`src/include/pwmct_regs.svh`:
```
// register map, field positions, reset values and timing counts of the pwm timer
// assumes a 32-bit apb bus; each 16-bit register sits in the low half of one word
`ifndef PWMCT_REGS_SVH
`define PWMCT_REGS_SVH

// register indices; byte address is four times the index
`define PWMCT_IDX_CA 16'h5300
`define PWMCT_IDX_CB 16'h5302
`define PWMCT_IDX_TC 16'h5304
`define PWMCT_IDX_CTL 16'h5306
`define PWMCT_IDX_CLK 16'h5308
`define PWMCT_IDX_IMSK 16'h530a
`define PWMCT_IDX_IFLG 16'h530c

// control register fields
`define PWMCT_CTL_RUN 0
`define PWMCT_CTL_RST 1
`define PWMCT_CTL_OUTPUT_ENABLE 2
`define PWMCT_CTL_EXT 3
`define PWMCT_CTL_INV 4
`define PWMCT_CTL_CBUF 5
`define PWMCT_CTL_FINE 6
`define PWMCT_CTL_INIT 8
`define PWMCT_CTL_WMASK 16'h017d

// interrupt flag and mask fields
`define PWMCT_IRQ_CA 0
`define PWMCT_IRQ_CB 1

// reset values
`define PWMCT_RST_CMP 16'h0000
`define PWMCT_RST_CTL 16'h0000
`define PWMCT_RST_DIV 4'h0
`define PWMCT_RST_IRQ 2'h0

// prescaler: largest division exponent, select code that gives no clock
`define PWMCT_DIV_MAX 4'he
`define PWMCT_DIV_NONE 4'hf

`endif

```
`src/include/pwmct_pkg.sv`:
```
// types shared by the pwm timer modules
// assumes pwmct_regs.svh supplies the numeric constants
package pwmct_pkg;

    // which way an output-level change goes
    typedef enum logic [1:0] {
        PWMCT_EV_NONE = 2'b00,
        PWMCT_EV_ON = 2'b01,
        PWMCT_EV_OFF = 2'b11
    } pwmct_ev_t;

    typedef logic [15:0] pwmct_word_t;

endpackage

```
`src/rtl/pwmct_prescaler.sv`:
```
// count clock source of the pwm timer: internal prescaler or external event input
// assumes ext_clock_in is already synchronous to clock_in
`timescale 1ns/1ps
`default_nettype none
`include "pwmct_regs.svh"
module pwmct_prescaler #(
    parameter int DIV_W = 15
) (
    input wire logic clock_in,
    input wire logic rstn_in,
    input wire logic sel_ext_in,
    input wire logic [3:0] div_sel_in,
    input wire logic ext_clock_in,
    output logic rise_out,
    output logic fall_out
);
    initial begin
        if (DIV_W < 15) begin
            $error("pwmct_prescaler: DIV_W must be at least 15");
        end
    end

    logic [DIV_W-1:0] div_r;
    logic ext_prev_r;
    wire [14:0] mask = (15'h1 << div_sel_in) - 15'h1;
    wire [14:0] half = mask ^ (mask >> 1);
    wire [14:0] phase = div_r[14:0] & mask;
    wire div_ok = div_sel_in <= `PWMCT_DIV_MAX;
    wire int_rise = div_ok && (phase == 15'h0);
    // with division by one both edges fall into the same cycle
    wire int_fall = div_ok && (phase == half);
    wire ext_rise = ext_clock_in && !ext_prev_r;
    wire ext_fall = !ext_clock_in && ext_prev_r;

    // free-running divider, so run/stop never shifts the prescaler phase
    always_ff @(posedge clock_in or negedge rstn_in) begin
        if (!rstn_in) begin
            div_r <= '0;
            ext_prev_r <= 1'b0;
        end else begin
            div_r <= div_r + DIV_W'(1);
            ext_prev_r <= ext_clock_in;
        end
    end

    // source select
    assign rise_out = sel_ext_in ? ext_rise : int_rise; // [RULE15]
    assign fall_out = sel_ext_in ? ext_fall : int_fall;
endmodule
`default_nettype wire

```
`src/rtl/pwmct_top.sv`:
```
// pwm timer: apb register file, 16-bit up counter, compare a/b, output pin, interrupt
// assumes apb master and ext_clock_in synchronous to clock_in; zero-wait slave
//
// Function
// [RULE1] each register 16 bits, own address
// [RULE2] software writes zero to reserved bits
// [RULE3] buffer off: compare access hits active
// [RULE4] buffer on: shadows load at counter reset
// [RULE5] a match: flag, output active, keep counting (flag is set only while its imask_r bit is set)
// [RULE6] b match: flag, counter back to zero (flag is set only while its imask_r bit is set)
// [RULE7] counter reads current count, write loads
// [RULE8] output off or reset: initial level
// [RULE9] invert bit inverts initial level
// [RULE10] fine mode: half-cycle duty steps
// [RULE11] compares 16 bits, reset zero, continuous
// [RULE12] reset bit clears counter, reads zero
// [RULE13] run counts, stop holds count
// [RULE14] invert selects active low output
// [RULE15] clock select: prescaler or external
// [RULE16] b match returns output off
// [RULE17] counter increments on selected clock edge
`timescale 1ns/1ps
`default_nettype none
`include "pwmct_regs.svh"
module pwmct_top
    import pwmct_pkg::*;
#(
    parameter int ADDR_W = 20
) (
    input wire logic clock_in,
    input wire logic rstn_in,
    input wire logic psel_in,
    input wire logic penable_in,
    input wire logic pwrite_in,
    input wire logic [ADDR_W-1:0] paddr_in,
    input wire logic [31:0] pwdata_in,
    input wire logic [3:0] pstrb_in,
    output logic [31:0] prdata_out,
    output logic pready_out,
    output logic pslverr_out,
    input wire logic ext_clock_in,
    output logic timer_output_pin_out,
    output logic irq_out
);
    initial begin
        if (ADDR_W < 17) begin
            $error("pwmct_top: ADDR_W must be at least 17");
        end
    end

    // byte-lane merge of a 16-bit register
    function automatic pwmct_word_t merge16(pwmct_word_t old, pwmct_word_t wd,
                                            logic [1:0] strb);
        merge16 = {strb[1] ? wd[15:8] : old[15:8], strb[0] ? wd[7:0] : old[7:0]};
    endfunction

    // word-aligned index match
    function automatic logic hit(logic [ADDR_W-1:0] addr, logic [15:0] idx);
        hit = (addr[1:0] == 2'b00) && (addr[ADDR_W-1:2] == (ADDR_W-2)'(idx));
    endfunction

    pwmct_word_t ca_r, cb_r, cabuf_r, cbbuf_r, cnt_r, ctl_r;
    pwmct_word_t ca_nxt, cb_nxt, cabuf_nxt, cbbuf_nxt, cnt_nxt, ctl_nxt;
    logic [3:0] div_r;
    logic [1:0] imask_r, iflag_r, iflag_nxt;
    logic act_r, act_nxt, pend_r, pend_nxt, pin_r;
    pwmct_ev_t ev;

    // address decode, one hit per register [RULE1]
    wire sel_ca = hit(paddr_in, `PWMCT_IDX_CA);
    wire sel_cb = hit(paddr_in, `PWMCT_IDX_CB);
    wire sel_tc = hit(paddr_in, `PWMCT_IDX_TC);
    wire sel_ctl = hit(paddr_in, `PWMCT_IDX_CTL);
    wire sel_clk = hit(paddr_in, `PWMCT_IDX_CLK);
    wire sel_imsk = hit(paddr_in, `PWMCT_IDX_IMSK);
    wire sel_iflg = hit(paddr_in, `PWMCT_IDX_IFLG);
    wire mapped = sel_ca | sel_cb | sel_tc | sel_ctl | sel_clk | sel_imsk | sel_iflg;
    wire access = psel_in && penable_in;
    wire wr = access && pwrite_in && mapped;
    wire [15:0] wd = pwdata_in[15:0];
    wire [1:0] ws = pstrb_in[1:0];

    // control fields
    wire c_run = ctl_r[`PWMCT_CTL_RUN];
    wire c_output_enable = ctl_r[`PWMCT_CTL_OUTPUT_ENABLE];
    wire c_ext = ctl_r[`PWMCT_CTL_EXT];
    wire c_inv = ctl_r[`PWMCT_CTL_INV];
    wire c_cbuf = ctl_r[`PWMCT_CTL_CBUF];
    wire c_fine = ctl_r[`PWMCT_CTL_FINE];
    wire c_init = ctl_r[`PWMCT_CTL_INIT];

    wire wr_ca = wr && sel_ca;
    wire wr_cb = wr && sel_cb;
    wire wr_tc = wr && sel_tc;
    wire wr_ctl = wr && sel_ctl;
    // the reset bit is a strobe, never stored [RULE12]
    wire sw_rst = wr_ctl && ws[0] && wd[`PWMCT_CTL_RST];

    // apb answer: always ready, error on unmapped or misaligned address [RULE1]
    assign pready_out = 1'b1;
    assign pslverr_out = psel_in && penable_in && !mapped;

    // read mux; buffered compare reads show the shadow [RULE3] [RULE4]
    wire [15:0] rd_ca = c_cbuf ? cabuf_r : ca_r;
    wire [15:0] rd_cb = c_cbuf ? cbbuf_r : cb_r;
    wire [15:0] rd16 = sel_ca ? rd_ca :
                       sel_cb ? rd_cb :
                       sel_tc ? cnt_r :
                       sel_ctl ? ctl_r :
                       sel_clk ? {12'h000, div_r} :
                       sel_imsk ? {14'h0000, imask_r} :
                       sel_iflg ? {14'h0000, iflag_r} : 16'h0000;
    assign prdata_out = {16'h0000, rd16};

    // count clock edges from the prescaler or the external input
    logic tick_rise, tick_fall;
    pwmct_prescaler #(
        .DIV_W(15)
    ) u_presc (
        .clock_in(clock_in),
        .rstn_in(rstn_in),
        .sel_ext_in(c_ext),
        .div_sel_in(div_r),
        .ext_clock_in(ext_clock_in),
        .rise_out(tick_rise),
        .fall_out(tick_fall)
    );

    // compare logic, gated by run; a stopped timer sees no match [RULE11] [RULE13]
    wire cnt_tick = c_run && tick_rise;
    wire match_b = cnt_tick && (cnt_r == cb_r);
    // fine mode compares a[15:1] with the low 15 count bits [RULE10]
    wire eq_a = c_fine ? (cnt_r[14:0] == ca_r[15:1]) : (cnt_r == ca_r);
    wire match_a = cnt_tick && eq_a;
    wire a_late = match_a && c_fine && ca_r[0];
    wire a_now = match_a && !a_late;
    wire cnt_reload = sw_rst || match_b;

    // counter next value; software write beats counting [RULE7] [RULE12] [RULE13]
    always_comb begin
        cnt_nxt = cnt_r;
        if (sw_rst) begin
            cnt_nxt = 16'h0000; // [RULE12]
        end else if (wr_tc) begin
            cnt_nxt = merge16(cnt_r, wd, ws); // [RULE7]
        end else if (match_b) begin
            cnt_nxt = 16'h0000; // [RULE6]
        end else if (cnt_tick) begin
            cnt_nxt = cnt_r + 16'h0001; // [RULE17]
        end
    end

    // compare registers: direct or through shadows [RULE3] [RULE4]
    always_comb begin
        cabuf_nxt = (wr_ca && c_cbuf) ? merge16(cabuf_r, wd, ws) : cabuf_r;
        cbbuf_nxt = (wr_cb && c_cbuf) ? merge16(cbbuf_r, wd, ws) : cbbuf_r;
        ca_nxt = ca_r;
        cb_nxt = cb_r;
        if (c_cbuf && cnt_reload) begin
            ca_nxt = cabuf_nxt; // [RULE4]
            cb_nxt = cbbuf_nxt;
        end
        if (wr_ca && !c_cbuf) begin
            ca_nxt = merge16(ca_r, wd, ws); // [RULE3]
        end
        if (wr_cb && !c_cbuf) begin
            cb_nxt = merge16(cb_r, wd, ws);
        end
    end

    // reserved control bits are dropped so they always read zero
    assign ctl_nxt = wr_ctl ? (merge16(ctl_r, wd, ws) & `PWMCT_CTL_WMASK) : ctl_r;

    // output level events; b match wins over a match
    always_comb begin
        ev = PWMCT_EV_NONE;
        if (match_b) begin
            ev = PWMCT_EV_OFF; // [RULE16]
        end else if (a_now || (pend_r && tick_fall)) begin
            ev = PWMCT_EV_ON; // [RULE5] [RULE10]
        end
    end

    // active state: disabled or reset output shows the initial level [RULE8]
    always_comb begin
        act_nxt = act_r;
        pend_nxt = pend_r;
        if (!ctl_nxt[`PWMCT_CTL_OUTPUT_ENABLE] || sw_rst) begin
            act_nxt = ctl_nxt[`PWMCT_CTL_INIT]; // [RULE8]
            pend_nxt = 1'b0;
        end else begin
            if (ev == PWMCT_EV_OFF) begin
                act_nxt = 1'b0;
            end else if (ev == PWMCT_EV_ON) begin
                act_nxt = 1'b1;
            end
            // odd a in fine mode defers the edge to the next falling clock [RULE10]
            if (match_b) begin
                pend_nxt = 1'b0;
            end else if (a_late) begin
                pend_nxt = 1'b1;
            end else if (tick_fall) begin
                pend_nxt = 1'b0;
            end
        end
    end

    // event flags: set wins over a write-one clear [RULE5] [RULE6]
    wire [1:0] ev_set = {match_b, match_a} & imask_r;
    wire [1:0] clr = (wr && sel_iflg && ws[0]) ? wd[1:0] : 2'b00;
    assign iflag_nxt = (iflag_r & ~clr) | ev_set;
    assign irq_out = |(iflag_r & imask_r);

    // register update
    always_ff @(posedge clock_in or negedge rstn_in) begin
        if (!rstn_in) begin
            ca_r <= `PWMCT_RST_CMP; // [RULE11]
            cb_r <= `PWMCT_RST_CMP;
            cabuf_r <= `PWMCT_RST_CMP;
            cbbuf_r <= `PWMCT_RST_CMP;
            cnt_r <= `PWMCT_RST_CMP;
            ctl_r <= `PWMCT_RST_CTL;
        end else begin
            ca_r <= ca_nxt;
            cb_r <= cb_nxt;
            cabuf_r <= cabuf_nxt;
            cbbuf_r <= cbbuf_nxt;
            cnt_r <= cnt_nxt;
            ctl_r <= ctl_nxt;
        end
    end

    // small registers and the pin; pin xor keeps invert live on both levels
    always_ff @(posedge clock_in or negedge rstn_in) begin
        if (!rstn_in) begin
            div_r <= `PWMCT_RST_DIV;
            imask_r <= `PWMCT_RST_IRQ;
            iflag_r <= `PWMCT_RST_IRQ;
            act_r <= 1'b0;
            pend_r <= 1'b0;
            pin_r <= 1'b0;
        end else begin
            div_r <= (wr && sel_clk && ws[0]) ? wd[3:0] : div_r;
            imask_r <= (wr && sel_imsk && ws[0]) ? wd[1:0] : imask_r;
            iflag_r <= iflag_nxt;
            act_r <= act_nxt;
            pend_r <= pend_nxt;
            pin_r <= act_nxt ^ ctl_nxt[`PWMCT_CTL_INV]; // [RULE9] [RULE14]
        end
    end
    assign timer_output_pin_out = pin_r;
endmodule
`default_nettype wire

```
`config.mk`:
```
export PLATFORM = sky130hd
export DESIGN_NAME = pwmct_top
export DESIGN_NICKNAME = d
export VERILOG_FILES = /design/src/include/pwmct_pkg.sv /design/src/rtl/pwmct_prescaler.sv /design/src/rtl/pwmct_top.sv
export VERILOG_INCLUDE_DIRS = /design/src /design/src/include
export SDC_FILE = /design/constraint.sdc
export NUM_CORES = 1
export LEC_CHECK = 0
export BUFFER_PORTS_ARGS = -buffer_cell sky130_fd_sc_hd__clkbuf_2
export CAP_MARGIN = 5
export CORE_MARGIN = 10
export CORE_UTILIZATION = 54
export DETAILED_ROUTE_END_ITERATION = 8
export GPL_TIMING_DRIVEN = 0
export PLACE_DENSITY = 0.86
export RECOVER_POWER = 50
export SYNTH_ARGS = -nofsm -noshare
export SYNTH_HDL_FRONTEND = slang
export SYNTH_HIERARCHICAL = 1
export SYNTH_SLANG_ARGS = --single-unit
export TNS_END_PERCENT = 30
```
`constraint.sdc`:
```
create_clock -name clock_in -period 4.32 [get_ports clock_in]
set_clock_uncertainty 0.1 [all_clocks]
set_input_delay 0.216 -clock clock_in [delete_from_list [all_inputs] [get_ports clock_in]]
set_output_delay 0.216 -clock clock_in [all_outputs]
set_load 0.05 [all_outputs]
```
==> qor.txt, run 1 <==
crit path time final: 4138 ps
first-pass GRT wire length: 39,870 um
fin crit share: 95.78%
Port Buf Inserts: 62
Seq. cell area: 2856 um2
Multi-input gate area: 4930 um2
peak per-stage delay on the critical path: 530 ps
Power Density: 287.3 nW/um2
Ports: 98
Core ar.: 14,590 um2
fmax: 241.7 MHz
placer congestion estimate: 0.9634
Final #Nets: 1,018
status: finished with violations
fin cells: 1,149
ys flop type: dfrtp_1
CP max FO: 17
fraction of layout instances using a drive strength above 1: 28.08%
Post-Place Cells: 1,109
Hold Path Class: input pin to register
Initial Utilization: 55.37%
most frequent cells in the layout: dfrtp_1 (111), mux2_2 (109), nor2_1 (68)
Warnings, synthesis: 6
Yosys top cell by area: dfrtp_1
CP arrival: 4350 ps
Post-synth ARST share: 100.0%
GR Overflow Total: 0
DP Area: 8683 um2
Detail Placement HPWL: 17,920 um
Layout Utilization: 64.90%
CTS Sinks: 114
DR pass1 iterations: 6
Layout area overhead: 17.21%
Max-Cap Viols: 1
number of synthesized flops with an enable pin: 0
Die X-Extent: 142.3 um
row cnt: 44
Sum Neg Setup Slack: 0 ps
RSZ-0062 raised after global routing: false
violated checks: max-capacitance violations, max-slew violations
ANT cells: 0
Seq/Total Area, Yosys: 35.32%
antenna-violating nets left: 0
TritonCTS clock tree: built
pin count of the biggest net entering global routing: 115
count of cell types in the netlist: 78
Die H: 142.3 um
Root Buffer: clkbuf_16
WL per Instance: 22.18 um
final hold vios: 0
critical path cell sequence: buf_6 -> clkbuf_4 -> nor3_4 -> nand2_1 -> ha_1 -> buf_6 -> clkinv_1 -> o21ai_0 -> a22o_1 -> a222oi_1 -> nand4_1 -> o21ai_2 -> nand2_2 -> or4b_4 -> a21boi_4 -> buf_4 -> a21oi_4 -> mux2_1
fill cell count: 1,163
DIE AREA: 20,250 um2
Yosys top cell area share: 35.32%
syn_area_per_cell: 9.526 um2
Setup Viol. Count Final: 0
Rel. slew slack: -92.62%
post-synthesis cell area: 8078 um2
Via density: 6.342
CP required: 4530 ps
initial antenna violation count: 0
# H-tree levels: 4
Clock transition at path regs: 50 ps
vias in the first global route: 7,190
Critical Path Source Type: register
clk_lat worst skew: 430 ps
Area contributors post-synth: dfrtp_1 (35%), mux2_2 (15%), xnor2_1 (5.4%)
vias: 7,287
Crit path top cell by count: buf_6
Clock Tree Buf Depth: 2
Peak supply drop: 0.2517 mV
wirelength, routed: 25,490 um
CP Capture Type: register
total global routing track utilization: 24.68%
slack of the worst reg-to-reg path: 180 ps
slowest CP cell: or4b_4
Mapped Cells: 848
CTS buffer count: 17
cell area after layout: 9468 um2
WS Path Type: register to register
most common cell after layout, fill and taps aside: dfrtp_1
DR iter-0 viols: 1,002
FF+latch count, synth: 114
worst slew pin tran: 2889 ps
drt drc: 0
Max Slew Vio Count: 115
LEAKAGE: 4.141 nW
-- stage by stage --
step,total power (W),hold WS (ps),worst slack [ps]
after global placement,0.001225,286.2,-613.9
final,0.002720,23.87,182.3
after detailed placement,0.001227,287.0,-556.5
after global routing,0.002771,28.94,35.96
after CTS,0.002715,8.218,3.974
after floorplan,0.001158,-179.6,300.4
-- cells in the mapped netlist (all sizes together) (12+ instances only) --
cell      n
nand2    45
nor3     24
nand4    13
mux2i    35
nor2     72
nand3    30
dfrtp   114
xnor2    50
o21ai    48
o22ai    16
xor2     18
a21oi    46
mux2    115
inv      14
buf      38
nor4     12
and3     15
clkbuf   32
-- power breakdown --
| part | total [W] | switching, W | internal, W |
|---|---|---|---|
| Clock | 0.00151 | 0.000520 | 0.000988 |
| Combinational | 0.000143 | 0.000108 | 0.0000352 |
| Sequential | 0.00107 | 0.000000230 | 0.00107 |
| Total | 0.00272 | 0.000628 | 0.00209 |
-- timing repair --
| item | in CTS | in global routing |
|---|---|---|
| resized for setup | 19 | 7 |
| hold buffers | 3 | 0 |
| endpoints found under the setup margin | 46 | 47 |
| endpoints found under the hold margin | 116 | 0 |
| pin swaps | 3 | 6 |
| setup buffers | 2 | 6 |
-- flip-flops by register name, summed over array words and instances (netlist names) --
name and count:
ca_r 16, cabuf_r 16, cb_r 16, cbbuf_r 16, cnt_r 16, u_presc/div_r 15, ctl_r 7, div_r 4
iflag_r 2, imask_r 2, act_r 1, pend_r 1, timer_output_pin_out 1, u_presc/ext_prev_r 1
-- cell families (layout without fill, tap and decap cells) --
family	after synthesis	after routing	share of synthesized area (%)
flops	114	114	35.32
buf+inv	86	188	5.406
simple gates	262	262	17.88
other cells	2	17	0.09297
mux	150	150	20.42
fa+ha+maj	3	3	0.4647
xor+xnor	68	68	7.373
compound gates	163	163	13.06
-- area by class of cell --
type	instances	share of cell area, %
plain buffers	68	3.965
clock buffers	21	4.863
clock inverters	10	1.665
inverters	16	0.6343
multi-input cells	663	52.07
flip-flops and latches	114	30.17
well taps	184	2.432
repair buffers	73	4.202
-- critical path, delay by kind of cell, from the launching register on --
family                   cells  cell delay [ps]
AO/OA/AOI/OAI                6             1090
adder cells (fa/ha/maj)      1              190
buffers and inverters        5              860
flip-flops                   1              400
multiplexers                 1              340
AND/OR/NAND/NOR              5             1050
-- per-layer routing --
metal	global-route usage, %	wire length, um	vias up
li1	-	-	3265
met1	32.33	10460	3507
met2	38.18	11700	456
met3	6.509	2622	59
met4	9.478	716	0
met5	0	0	-
-- worst paths after layout --
kind / start / end / cells after the start
setup reg to reg: div_r[3] / cb_r[6] / 18
setup / recovery: div_r[3] / cb_r[6] / 18
max in group asynchronous: rstn_in / div_r[0] / 2
min in group asynchronous: rstn_in / u_presc/div_r[13] / 2
hold / removal: pwdata_in[6] / ctl_r[6] / 2
hold reg to reg: cbbuf_r[10] / cbbuf_r[10] / 1
(Power assumes the default switching activity.)
==> inputs of run 2 (changes only) <==
PLACE_DENSITY = unset   (was 0.86)
PLACE_DENSITY_LB_ADDON = 0.12   (was unset)
==> run 2 against run 1 <==
  * The run still ends with max-capacitance violations, max-slew violations left
  * Largest cell class unchanged
  * Critical path type unchanged
  * Die area stayed put
  * Wire length rose by 3.3%
  * Sequential share of layout area fell by 0.13 points
  * Highest routed layer unchanged
  * First-iteration DRC count down 22%
  * Sequential power barely moved
==> qor.txt, run 2 (synthesized netlist as in run 1, its figures left out) <==
Tot Pwr: 0.002675 W
cell area after layout: 9508 um2
Detail Placement HPWL: 18,950 um
final hold vios: 0
DR pass1 iterations: 5
Final #Nets: 1,023
sw frac: 25.39%
vias: 7,284
Peak supply drop: 0.2642 mV
CTS Sinks: 114
DP Area: 8711 um2
Layout area overhead: 17.70%
Via density: 6.306
Die X-Extent: 142.3 um
CTS buffer count: 17
most frequent cells in the layout: dfrtp_1 (111), mux2_2 (109), nor2_1 (67)
Port Buf Inserts: 62
vias in the first global route: 7,005
fill cell count: 1,206
first-pass GRT wire length: 40,540 um
WL per Instance: 22.80 um
clock power share: 54.5%
GR Overflow Total: 0
worst slew pin tran: 2289 ps
ANT cells: 0
status: finished with violations
DIE AREA: 20,250 um2
combinational power share: 5.5%
Clock Tree Buf Depth: 2
Sum Neg Setup Slack: 0 ps
CP max FO: 17
antenna-violating nets left: 0
CP arrival: 4450 ps
final worst slack: 76.64 ps
Initial Utilization: 55.37%
CP required: 4530 ps
Root Buffer: clkbuf_16
Max-Cap Viols: 1
WS Path Type: register to register
Pint: 0.001996 W
TritonCTS clock tree: built
# H-tree levels: 4
fmax: 235.7 MHz
dpl ws: -647.0 ps
sw power: 0.0006792 W
Core ar.: 14,590 um2
Max Slew Vio Count: 37
placer congestion estimate: 0.9890
CP Capture Type: register
Clock transition at path regs: 60 ps
Rel. slew slack: -52.61%
DR iter-0 viols: 783
fraction of layout instances using a drive strength above 1: 28.63%
Die H: 142.3 um
initial antenna violation count: 0
Flop pwr share: 40.0%
wirelength, routed: 26,340 um
fin crit share: 98.23%
most common cell after layout, fill and taps aside: dfrtp_1
Critical Path Source Type: register
Hold Path Class: input pin to register
crit path time final: 4243 ps
total global routing track utilization: 25.61%
clk_lat worst skew: 430 ps
pin count of the biggest net entering global routing: 79
Power Density: 281.4 nW/um2
LEAKAGE: 4.158 nW
violated checks: max-capacitance violations, max-slew violations
Setup Viol. Count Final: 0
drt drc: 0
Ports: 98
RSZ-0062 raised after global routing: true
row cnt: 44
[run 2: final cells by class]
type	instances	area (um2)	area share [%]
Multi-Input combinational cell	663	4916	51.70
Sequential cell	114	2856	30.04
Timing Repair Buffer	78	459.2	4.830
Clock buffer	19	452.9	4.764
Buffer	68	379.1	3.987
Tap cell	184	230.2	2.421
Clock inverter	13	150.1	1.579
Inverter	16	63.81	0.6711
[run 2: what timing repair did]
item	4_1_cts	5_1_grt
hold buffers	5	0
endpoints found under the hold margin	43	0
setup buffers	7	3
gates resized for setup	22	2
endpoints found under the setup margin	48	25
pin swaps	5	3
[run 2: per-layer routing]
metal	track usage (%)	vias up	wire, um
met5	0	-	0
met4	8.147	0	547
met3	6.375	53	2425
met2	38.64	385	11800
met1	35.25	3562	11570
li1	-	3284	-
[run 2: power groups by stage]
| stage | logic (W) | registers, W | clock network [W] |
|---|---|---|---|
| 2_1_floorplan | 0.0000699 | 0.00109 | 0 |
| 3_3_place_gp | 0.000138 | 0.00109 | 0 |
| 3_5_place_dp | 0.000143 | 0.00109 | 0 |
| 4_1_cts | 0.000147 | 0.00107 | 0.00146 |
| 5_1_grt | 0.000159 | 0.00107 | 0.00151 |
| 6_report | 0.000148 | 0.00107 | 0.00146 |
[run 2: worst paths after layout]
kind,startpoint,endpoint,slack (ps),cells past startpoint
setup / recovery,div_r[0],cb_r[15],80,17
min in group asynchronous,rstn_in,u_presc/div_r[13],930,2
hold / removal,pwdata_in[8],cbbuf_r[8],30,2
max in group asynchronous,rstn_in,div_r[0],1710,2
hold reg to reg,cabuf_r[0],cabuf_r[0],430,1
setup reg to reg,div_r[0],cb_r[15],80,17
[run 2: worst max-delay path, stage by stage, from the launching register on]
cell      delay [ps]
dfrtp_2          450
buf_6            170
buf_2            250
nand2_1           90
ha_1             200
buf_6            160
clkbuf_8         170
a21oi_1          160
o21ai_0           90
a222oi_1         420
nand4_1          210
o21ai_2          180
nand2_2          110
or4b_4           590
a21boi_4         190
buf_4            160
a21oi_4           80
mux2_1           340
[run 2: stage by stage]
stage                     utilization [%]  std cells  hold WS, ps
after CTS                           65.03       1152        3.618
after global placement              59.46       1109        279.0
after detailed placement            59.71       1110        60.94
final                               65.17       1155        27.35
after global routing                65.17       1155        19.40
after floorplan                         -        863       -179.6
